===== src/design/brk_cmp_pkg.sv =====
// Purpose: Shared constants and types for the breakpoint comparators.
// Assumes: Byte-wide register port, one CPU bus clock.
// Notes: All offsets are byte addresses on the register port.
package brk_cmp_pkg;

  // Register offsets
  localparam logic [7:0] OFS_CTL_ONE = 8'h20;
  localparam logic [7:0] OFS_CTL_TWO = 8'h21;
  localparam logic [7:0] OFS_CTL_THREE = 8'h22;
  localparam logic [7:0] OFS_STATUS = 8'h26;
  localparam logic [7:0] OFS_C_EXT = 8'h27;
  localparam logic [7:0] OFS_C_HIGH = 8'h28;
  localparam logic [7:0] OFS_C_LOW = 8'h29;
  localparam logic [7:0] OFS_A_EXT = 8'h2a;
  localparam logic [7:0] OFS_A_HIGH = 8'h2b;
  localparam logic [7:0] OFS_A_LOW = 8'h2c;
  localparam logic [7:0] OFS_B_EXT = 8'h2d;
  localparam logic [7:0] OFS_B_HIGH = 8'h2e;
  localparam logic [7:0] OFS_B_LOW = 8'h2f;

  // Reset value of every register
  localparam logic [7:0] REG_RESET = 8'h00;

  // Control one fields
  localparam int TRACE_EN_BIT = 7;
  // Control two fields
  localparam int C_ENABLE_BIT = 7;
  localparam int C_TAG_BIT = 6;
  localparam int C_RW_EN_BIT = 5;
  localparam int C_RW_VAL_BIT = 4;
  localparam int ACTION_BIT = 3;
  localparam int FULL_MODE_BIT = 2;
  localparam int TAG_AB_BIT = 1;
  localparam int BKP_EN_BIT = 0;
  localparam logic [3:0] C_ALL_SET = 4'hf;
  // Control three fields
  localparam int MASK_A_HIGH_BIT = 7;
  localparam int MASK_A_LOW_BIT = 6;
  localparam int MASK_B_HIGH_BIT = 5;
  localparam int MASK_B_LOW_BIT = 4;
  localparam int RW_EN_A_BIT = 3;
  localparam int RW_VAL_A_BIT = 2;
  localparam int RW_EN_B_BIT = 1;
  localparam int RW_VAL_B_BIT = 0;
  // Extended register fields
  localparam int PAGE_SEL_LOW_BIT = 6;

  // CPU core bus sampled each clock
  typedef struct packed {
    logic valid;          // Bus cycle in progress
    logic read;           // 1 read, 0 write
    logic prog_page;      // Program flash or ROM access
    logic opcode_fetch;   // Cycle fetches an opcode
    logic [21:14] xaddr;  // Extended address bus
    logic [15:0] addr;    // Core address bus
    logic [15:0] data;    // Core data bus
  } cpu_bus_type;

endpackage


===== src/design/brk_cmp.sv =====
// Purpose: Breakpoint comparators A, B and C of the on-chip debug unit.
// Assumes: CPU bus, boundary and execute strobes are on CLK already.
// Notes: Requests are one-cycle pulses to the background debug logic.
`timescale 1ns/1ps

module brk_cmp
  import brk_cmp_pkg::*;
(
  input wire logic CLK,
  input wire logic RST,
  input wire cpu_bus_type CPU_BUS,
  input wire logic INSTR_BOUNDARY,
  input wire logic TAG_EXEC,
  input wire logic SECURE,
  input wire logic [7:0] REG_ADDR,
  input wire logic [7:0] REG_WDATA,
  input wire logic REG_WR,
  input wire logic REG_RD,
  output logic [7:0] REG_RDATA,
  output logic BGND_REQ,
  output logic SWI_REQ,
  output logic MATCH_A,
  output logic MATCH_B,
  output logic BKP_MODE,
  output logic TRACE_MODE
);

  // Whole state of the block
  typedef struct packed {
    logic [7:0] ctl_one;     // Trace enable
    logic [7:0] ctl_two;     // Mode, action, tag, comparator C
    logic [7:0] ctl_three;   // Masks and cycle type
    logic [7:0] a_ext;       // Comparator A page and extended bits
    logic [7:0] a_high;
    logic [7:0] a_low;
    logic [7:0] b_ext;       // Comparator B page and extended bits
    logic [7:0] b_high;
    logic [7:0] b_low;
    logic [7:0] c_ext;       // Comparator C
    logic [7:0] c_high;
    logic [7:0] c_low;
    logic forced_pend;       // Forced break waiting for boundary
    logic tag_pend;          // Tagged opcode waiting to execute
    logic [7:0] rdata;       // Read answer
    logic bgnd_req;
    logic swi_req;
    logic match_a;
    logic match_b;
    logic bkp_mode;
    logic trace_mode;
  } state_type;

  state_type s;       // Registered state
  state_type next_s;  // Next state

  // Decoded modes and compare results
  logic breakpoint_mode;          // Breakpoint mode active
  logic trace;        // Trace mode active
  logic full;         // Full breakpoint sub-mode
  logic tag_ab;       // A and B give tagged breaks
  logic c_on;         // Comparator C enabled
  logic addr_a;       // A address compare
  logic addr_b;       // B address compare
  logic addr_c;       // C address compare
  logic data_ok;      // B data compare
  logic rw_a;         // A cycle type allowed
  logic rw_b;         // B cycle type allowed
  logic rw_c;         // C cycle type allowed
  logic hit_forced;   // Forced break condition this cycle
  logic tag_hit;      // Tagged opcode seen this cycle
  logic issue;        // Request goes out next cycle

  // One address compare against ext/high/low
  function automatic logic addr_cmp(input logic [7:0] ext,
                                    input logic [7:0] high,
                                    input logic [7:0] low,
                                    input logic trace_on,
                                    input logic mask_h,
                                    input logic mask_l,
                                    input cpu_bus_type b);
    logic ext_ok;
    logic hi_ok;
    logic lo_ok;
    logic ign_lo;
    logic ign_hi;
    ext_ok = 1'b1;
    // Selector bit 7 is never looked at, so 10/11 act as 00/01
    if (trace_on) begin
      if (ext[PAGE_SEL_LOW_BIT]) begin
        ext_ok = (ext[5:0] == b.xaddr[21:16]);
        hi_ok = (high == {b.xaddr[15:14], b.addr[13:8]});
      end else begin
        hi_ok = (high == b.addr[15:8]);
      end
    end else if (b.prog_page) begin
      ext_ok = (ext[5:0] == b.xaddr[19:14]);
      hi_ok = (high[5:0] == b.addr[13:8]);
    end else begin
      hi_ok = (high == b.addr[15:8]);
    end
    lo_ok = (low == b.addr[7:0]);
    // Mask 1:0 has no sensible meaning and stays a full compare
    ign_lo = mask_l;
    ign_hi = mask_h & mask_l;
    return ext_ok & (ign_hi | hi_ok) & (ign_lo | lo_ok);
  endfunction

  // Mode decode and comparators
  always_comb begin
    breakpoint_mode = s.ctl_two[BKP_EN_BIT];
    trace = s.ctl_one[TRACE_EN_BIT] & ~breakpoint_mode & ~SECURE;
    full = s.ctl_two[FULL_MODE_BIT];
    tag_ab = s.ctl_two[TAG_AB_BIT];
    c_on = breakpoint_mode & (s.ctl_two[7:4] == C_ALL_SET);
    // Masks only shape compares in breakpoint mode
    addr_a = addr_cmp(s.a_ext, s.a_high, s.a_low, trace,
                      breakpoint_mode & s.ctl_three[MASK_A_HIGH_BIT],
                      breakpoint_mode & s.ctl_three[MASK_A_LOW_BIT], CPU_BUS);
    addr_b = addr_cmp(s.b_ext, s.b_high, s.b_low, trace,
                      breakpoint_mode & s.ctl_three[MASK_B_HIGH_BIT],
                      breakpoint_mode & s.ctl_three[MASK_B_LOW_BIT], CPU_BUS);
    addr_c = addr_cmp(s.c_ext, s.c_high, s.c_low, 1'b0, 1'b0, 1'b0,
                      CPU_BUS);
    // Data masks: high bit drops high byte, low bit drops low byte
    data_ok = (s.ctl_three[MASK_B_HIGH_BIT] |
               (s.b_high == CPU_BUS.data[15:8])) &
              (s.ctl_three[MASK_B_LOW_BIT] |
               (s.b_low == CPU_BUS.data[7:0]));
    // Value bit 1 picks reads, 0 picks writes
    rw_a = ~s.ctl_three[RW_EN_A_BIT] |
           (s.ctl_three[RW_VAL_A_BIT] == CPU_BUS.read);
    rw_b = ~s.ctl_three[RW_EN_B_BIT] |
           (s.ctl_three[RW_VAL_B_BIT] == CPU_BUS.read);
    rw_c = ~s.ctl_two[C_RW_EN_BIT] |
           (s.ctl_two[C_RW_VAL_BIT] == CPU_BUS.read);
    hit_forced = 1'b0;
    tag_hit = 1'b0;
    if (breakpoint_mode && CPU_BUS.valid) begin
      if (full) begin
        // B cycle type bits play no part here
        hit_forced = ~tag_ab & addr_a & rw_a & data_ok;
        tag_hit = tag_ab & CPU_BUS.opcode_fetch & addr_a;
      end else begin
        // Two address breaks, data never consulted
        hit_forced = ~tag_ab &
                     ((addr_a & rw_a) | (addr_b & rw_b));
        tag_hit = tag_ab & CPU_BUS.opcode_fetch &
                  (addr_a | addr_b);
      end
      // Comparator C always tags; cycle type is read on opcodes
      if (c_on && CPU_BUS.opcode_fetch && addr_c && rw_c) begin
        tag_hit = 1'b1;
      end
    end
    issue = (s.forced_pend & INSTR_BOUNDARY) |
            (s.tag_pend & TAG_EXEC);
  end

  // Next state: registers, pending breaks, requests
  always_comb begin
    next_s = s;
    next_s.rdata = REG_RESET;
    next_s.bgnd_req = 1'b0;
    next_s.swi_req = 1'b0;
    // A new match in the issuing cycle stays pending
    next_s.forced_pend = (s.forced_pend & ~INSTR_BOUNDARY) |
                         hit_forced;
    next_s.tag_pend = (s.tag_pend & ~TAG_EXEC) | tag_hit;
    // Leaving breakpoint mode drops anything still waiting
    if (!breakpoint_mode) begin
      next_s.forced_pend = 1'b0;
      next_s.tag_pend = 1'b0;
    end
    // One action bit, so only one request can ever fire
    if (issue) begin
      if (s.ctl_two[ACTION_BIT]) begin
        next_s.bgnd_req = 1'b1;
      end else begin
        next_s.swi_req = 1'b1;
      end
    end
    // Raw matches for the trace controller
    next_s.match_a = CPU_BUS.valid & (breakpoint_mode | trace) & addr_a;
    next_s.match_b = CPU_BUS.valid & (breakpoint_mode | trace) &
                     ((breakpoint_mode & full) ? data_ok : addr_b);
    next_s.bkp_mode = breakpoint_mode;
    next_s.trace_mode = trace;
    // Register writes
    if (REG_WR) begin
      unique case (REG_ADDR)
        OFS_CTL_ONE: begin
          // Trace enable cannot be set while secured
          next_s.ctl_one = REG_WDATA;
          next_s.ctl_one[TRACE_EN_BIT] =
            REG_WDATA[TRACE_EN_BIT] & ~SECURE;
        end
        OFS_CTL_TWO: next_s.ctl_two = REG_WDATA;
        OFS_CTL_THREE: next_s.ctl_three = REG_WDATA;
        OFS_A_EXT: next_s.a_ext = REG_WDATA;
        OFS_A_HIGH: next_s.a_high = REG_WDATA;
        OFS_A_LOW: next_s.a_low = REG_WDATA;
        OFS_B_EXT: next_s.b_ext = REG_WDATA;
        OFS_B_HIGH: next_s.b_high = REG_WDATA;
        OFS_B_LOW: next_s.b_low = REG_WDATA;
        OFS_C_EXT: next_s.c_ext = REG_WDATA;
        OFS_C_HIGH: next_s.c_high = REG_WDATA;
        OFS_C_LOW: next_s.c_low = REG_WDATA;
        // Status and unmapped writes are dropped
        default: next_s.rdata = REG_RESET;
      endcase
    end
    // Register reads, answer the next cycle
    if (REG_RD) begin
      unique case (REG_ADDR)
        OFS_CTL_ONE: next_s.rdata = s.ctl_one;
        OFS_CTL_TWO: next_s.rdata = s.ctl_two;
        OFS_CTL_THREE: next_s.rdata = s.ctl_three;
        OFS_STATUS: next_s.rdata = {4'h0, s.tag_pend, s.forced_pend,
                                    trace, breakpoint_mode};
        OFS_A_EXT: next_s.rdata = s.a_ext;
        OFS_A_HIGH: next_s.rdata = s.a_high;
        OFS_A_LOW: next_s.rdata = s.a_low;
        OFS_B_EXT: next_s.rdata = s.b_ext;
        OFS_B_HIGH: next_s.rdata = s.b_high;
        OFS_B_LOW: next_s.rdata = s.b_low;
        OFS_C_EXT: next_s.rdata = s.c_ext;
        OFS_C_HIGH: next_s.rdata = s.c_high;
        OFS_C_LOW: next_s.rdata = s.c_low;
        // Unmapped reads answer zero
        default: next_s.rdata = REG_RESET;
      endcase
    end
  end

  // State register, everything clears on reset
  always_ff @(posedge CLK or posedge RST) begin
    if (RST) begin
      s <= '0;
    end else begin
      s <= next_s;
    end
  end

  // Outputs straight from the state flops
  assign REG_RDATA = s.rdata;
  assign BGND_REQ = s.bgnd_req;
  assign SWI_REQ = s.swi_req;
  assign MATCH_A = s.match_a;
  assign MATCH_B = s.match_b;
  assign BKP_MODE = s.bkp_mode;
  assign TRACE_MODE = s.trace_mode;
endmodule


===== config.mk =====
export PLATFORM = sky130hd
export DESIGN_NAME = brk_cmp
export DESIGN_NICKNAME = d
export VERILOG_FILES = /design/src/design/brk_cmp_pkg.sv /design/src/design/brk_cmp.sv
export SDC_FILE = /design/constraint.sdc
export NUM_CORES = 1
export LEC_CHECK = 0
export BUFFER_PORTS_ARGS = -buffer_cell sky130_fd_sc_hd__buf_2
export CORE_MARGIN = 2
export CORE_UTILIZATION = 61
export CTS_BUF_LIST = sky130_fd_sc_hd__clkbuf_16
export DETAILED_ROUTE_END_ITERATION = 16
export PLACE_DENSITY = 0.83
export SLEW_MARGIN = 40
export SYNTH_ARGS = -nofsm -noshare
export SYNTH_HDL_FRONTEND = slang
export SYNTH_SLANG_ARGS = --single-unit

===== constraint.sdc =====
create_clock -name CLK -period 4.9 [get_ports CLK]
set_clock_uncertainty 0.15 [all_clocks]
set_input_delay 0.245 -clock CLK [delete_from_list [all_inputs] [get_ports CLK]]
set_output_delay 0.245 -clock CLK [all_outputs]
set_load 0.005 [all_outputs]

Word level (Yosys, flattened, before mapping):

Index checks and enable logic that the tools add are counted.

* equal/unequal tests: 35
* mux-type cells: 26
* bitwise gates (word level): 57
* reduce and logical (&&, ||, !) cells: 16

Operators by type and width (count)
* equality test 8 x 6 -> 1 bit (second input constant): 13
* case mux 8 bit (13 select lines): 1
* equality test 8 bit: 10
* equality test 6 bit: 8
* bitwise AND 1 bit: 34
* AND reduction 2 bit: 12
* two-way mux 1 bit: 22
* OR 1 bit: 15
* two-way mux 8 bit: 1
* inverter 1 bit: 8
* equality test 4 bit (second input constant): 1
* logical AND 1 bit: 4
* two-way mux 2 bit: 2
* equality test 1 bit: 3

* register bits: 112
* input bits: 67
* output and inout bits: 14
* word-level logic and storage cells: 155

Logic depth before layout (Yosys ltp):

* depth after elaboration: 14
* mapped depth: 9
* mapped depth without buffers: 7

Worst setup path before layout:

OpenSTA, ideal clock, no wires.

* kind: reg-to-reg
* start point: reg s (netlist bit breakpoint_mode)
* end point: reg s[14] (netlist name)
* library setup time: 0.073 ns
* arrival time: 1.705 ns
* data required time: 4.677 ns
* slack: 2.972 ns
* stages on the path, launching flop included: 8
* path buffers: 0
* period minus slack after synthesis: 1.928 ns
* path through: dfrtp_1 > nor3b_4 > nor2_2 > a2111oi_2 > a32oi_1 > nor4_4 > o211ai_2 > a21oi_2

RTL lines
* start, declared: line brk_cmp.sv:53 `state_type s;`
* start signal, assigned: line brk_cmp.sv:240 `s <= next_s;`

==> results.py <==
metrics = {
    "finish": {
        "seq_area_um2": 2800,
        "fin_nets": 693,
        "drive_gt1_frac": 0.357,
        "multi_input_area_um2": 3460,
        "final_core_util": 0.693,
        "area_growth_pct": 10.1,
        "fillers": 763,
        "antenna_cells": 0,
    },
    "hold_path": {
        "hold_path.class": "in2reg",
        "min_to": "MATCH_A$_DFF_PP0_",
        "min_from": "CPU_BUS[43]",
        "worstHoldPathCells": 2,
    },
    "power_and_ir_drop": {
        "total_power_w": 0.00193,
        "p_sw_frac": 0.270,
        "pwr-share-comb": 0.130,
        "switching_power_w": 0.000521,
        "clkPwrFrac": 0.340,
        "internal_power_w": 0.00141,
        "irDropWorstVdd_mv": 0.213,
        "seqPwrFrac": 0.530,
        "p_leak_nw": 3.22,
        "p_per_area_nw_per_um2": 270,
    },
    "sta": {
        "slew_headroom": 0.409,
        "period_minus_slack_ns": 2.73,
        "fin_hold_ws_ns": 0.0247,
        "finalCritPeriodShare": 0.558,
        "maxSlewViolCount": 0,
        "rsz0062_at_grt": "false",
        "max_freq_ghz": 0.366,
        "worst_pin_slew_ns": 0.882,
        "finalSetupTns_ns": 0,
        "setup_violations": 0,
        "hold_viol_final": 0,
    },
    "die": {
        "placement_rows": 37,
        "io_pins": 81,
        "die_w_um": 107,
        "dieHeight_um": 107,
        "core_region_area_um2": 10300,
        "start_util": 0.629,
        "die_area_um2": 11500,
    },
    "detailed_routing": {
        "vias": 5117,
        "ant_nets": 0,
        "drc_errors": 0,
        "wire_per_inst_um": 25.6,
        "routed_wl_um": 19600,
        "drt-initial-drc-count": 415,
        "firstDrtPassIters": 5,
        "via_per_inst": 6.68,
    },
    "global_routing": {
        "antenna_found_initial": 0,
        "first_global_vias": 5034,
        "grtUsageTotal": 0.357,
        "grt_first_pass_wirelength_um": 29900,
        "grt_max_degree": 75,
        "grt.overflow.total": 0,
    },
    "synthesis": {
        "syn_inst": 572,
        "yosysTopAreaCell": "dfrtp_1",
        "syn_area_per_cell_um2": 11.4,
        "synth_area_um2": 6490,
        "synth_edf_count": 0,
        "synth_top_family_by_area": "multiplexers",
        "synthAdderAreaFrac": 0,
        "synth_area_leaders": "dfrtp_1 43%, mux2_2 17%, xnor2_1 9.0%",
        "ys_seq_elements": 112,
        "synth-simple-area-share": 0.107,
        "synthXorXnorAreaFrac": 0.136,
        "synthFlopType": "dfrtp_1",
        "synth_mux_area_frac": 0.178,
        "syn_nets": 639,
        "yosysSeqAreaShare": 0.432,
        "synth_top_area_share": 0.432,
        "yosysWarningCount": 0,
        "synth.distinct_cells": 60,
        "synth_compound_area_frac": 0.112,
        "synthArstFlopShare": 1.00,
    },
    "flow_run": {
        "cap_violations": 0,
    },
    "critical_path": {
        "crit_arrival_ns": 2.87,
        "r2r-end": "s[15]$_DFF_PP0_",
        "cp.required_ns": 5.03,
        "r2r_slack_ns": 2.17,
        "r2r_cells": 7,
        "startpoint_type": "register",
        "cp_max_fo": 15,
        "r2r-start": "breakpoint_mode$_DFFE_PP0P_",
        "cp-end-kind": "register",
        "path_class": "reg2reg",
    },
    "run_status": {
        "outcome": "finished, final reports clean",
    },
    "cts": {
        "clockBufferDepth": 2,
        "cts_tree": "yes",
        "cts.sinks": 112,
        "path_clk_slew_ns": 0.06,
        "ctsRootBufferMaster": "clkbuf_16",
        "clkLatencyLatePin_ns": 0.36,
        "cts_made_buffers": 9,
        "h-tree-depth": 3,
        "cts_setup_buffers": 0,
    },
    "placement": {
        "portBuffers": 80,
        "hpwl_um": 14200,
        "gp_congestion": 0.981,
    },
}
==> cells by family (layout without fill, tap and decap cells) <==
family          Yosys count  in the layout
compound gates          101            101
xor+xnor                101            101
simple gates            110            110
buf+inv                  45            103
mux                     103            103
flops                   112            112
==> power by group through the flow <==
stage                     combinational (W)  clock, W  sequential (W)
after floorplan                    0.000166         0         0.00101
after global placement             0.000239         0         0.00104
after detailed placement           0.000247         0         0.00104
after CTS                          0.000249  0.000664         0.00102
after global routing               0.000272  0.000698         0.00102
final                              0.000251  0.000658         0.00102
==> flip-flops by register name (all words and copies together) (netlist names) <==
name / count
MATCH_B: 1
full: 1
BGND_REQ: 1
MATCH_A: 1
SWI_REQ: 1
breakpoint_mode: 1
TRACE_MODE: 1
REG_RDATA: 8
s: 96
BKP_MODE: 1
==> metrics by stage <==
step | instance area, µm² | instances | worst slack (ns)
final | 7150 | 766 | 2.17
after global routing | 7150 | 766 | 2.10
after CTS | 7150 | 766 | 2.22
after detailed placement | 6890 | 750 | 2.10
after global placement | 6880 | 750 | 2.12
after floorplan | 6490 | 572 | 1.55
==> worst max-delay path by stage <==
stage                                            from                 end  slack, ns
after floorplan                                   RST  BGND_REQ$_DFF_PP0_       1.55
after global placement                    REG_ADDR[4]   s[92]$_DFFE_PP0P_       2.12
after detailed placement                  REG_ADDR[4]   s[91]$_DFFE_PP0P_       2.10
after CTS                 breakpoint_mode$_DFFE_PP0P_     s[15]$_DFF_PP0_       2.22
after global routing      breakpoint_mode$_DFFE_PP0P_     s[15]$_DFF_PP0_       2.10
final                     breakpoint_mode$_DFFE_PP0P_     s[15]$_DFF_PP0_       2.17
==> area by class of cell <==
type | count | area share
Clock buffer | 9 | 0.0315
Clock inverter | 6 | 0.00402
Inverter | 2 | 0.00175
Multi-Input combinational cell | 415 | 0.484
Sequential cell | 112 | 0.392
Tap cell | 136 | 0.0238
Timing Repair Buffer | 86 | 0.0626
==> cell usage in the layout, fill, tap and decap left out, drive strengths merged, types with 9 or more instances in the layout <==
cell type and n:
a21oi 15, a31oi 14, nand4 15, dfrtp 112, o21ai 18, nand3 21
nand2 29, buf 85, mux2 99, xor2 34, xnor2 67, nor2 12
a22oi 14, clkbuf 9
==> metal layers <==
| layer | global-route usage | vias to the layer above | wire length (µm) |
|---|---|---|---|
| li1 | - | 2187 | - |
| met1 | 0.481 | 2523 | 7790 |
| met2 | 0.549 | 335 | 8940 |
| met3 | 0.0687 | 72 | 1890 |
| met4 | 0.186 | 0 | 962 |
| met5 | 0 | - | 0 |
==> timing repair <==
action	4_1_cts	5_1_grt
hold buffers	1	0
resized for setup	0	0
endpoints found under the hold margin	73	0
==> worst max-delay path, stage by stage, from the launching register on <==
cell	delay, ns
dfrtp_1	0.61
nor3b_4	0.59
nor2_2	0.07
a2111oi_2	0.46
a32oi_1	0.18
nor4_4	0.30
a22oi_1	0.16
o21ai_1	0.13
==> Yosys cell counts, types with 3 or more instances <==
master / n
nor2b_1: 5
nand3_2: 6
nor2_1: 10
nand3b_1: 4
o211ai_1: 3
a21oi_1: 14
xor2_1: 34
dfrtp_1: 112
a31oi_1: 14
o21ai_0: 16
buf_4: 9
mux2_2: 99
a22oi_1: 13
nand4_1: 14
buf_1: 3
a32oi_1: 4
buf_2: 11
nand2_1: 27
xnor2_1: 67
nor4_1: 7
clkbuf_1: 18
a22o_1: 8
mux2i_1: 4
nand3_1: 14
and3_1: 4
a221oi_1: 7
(Power assumes the default switching activity.)
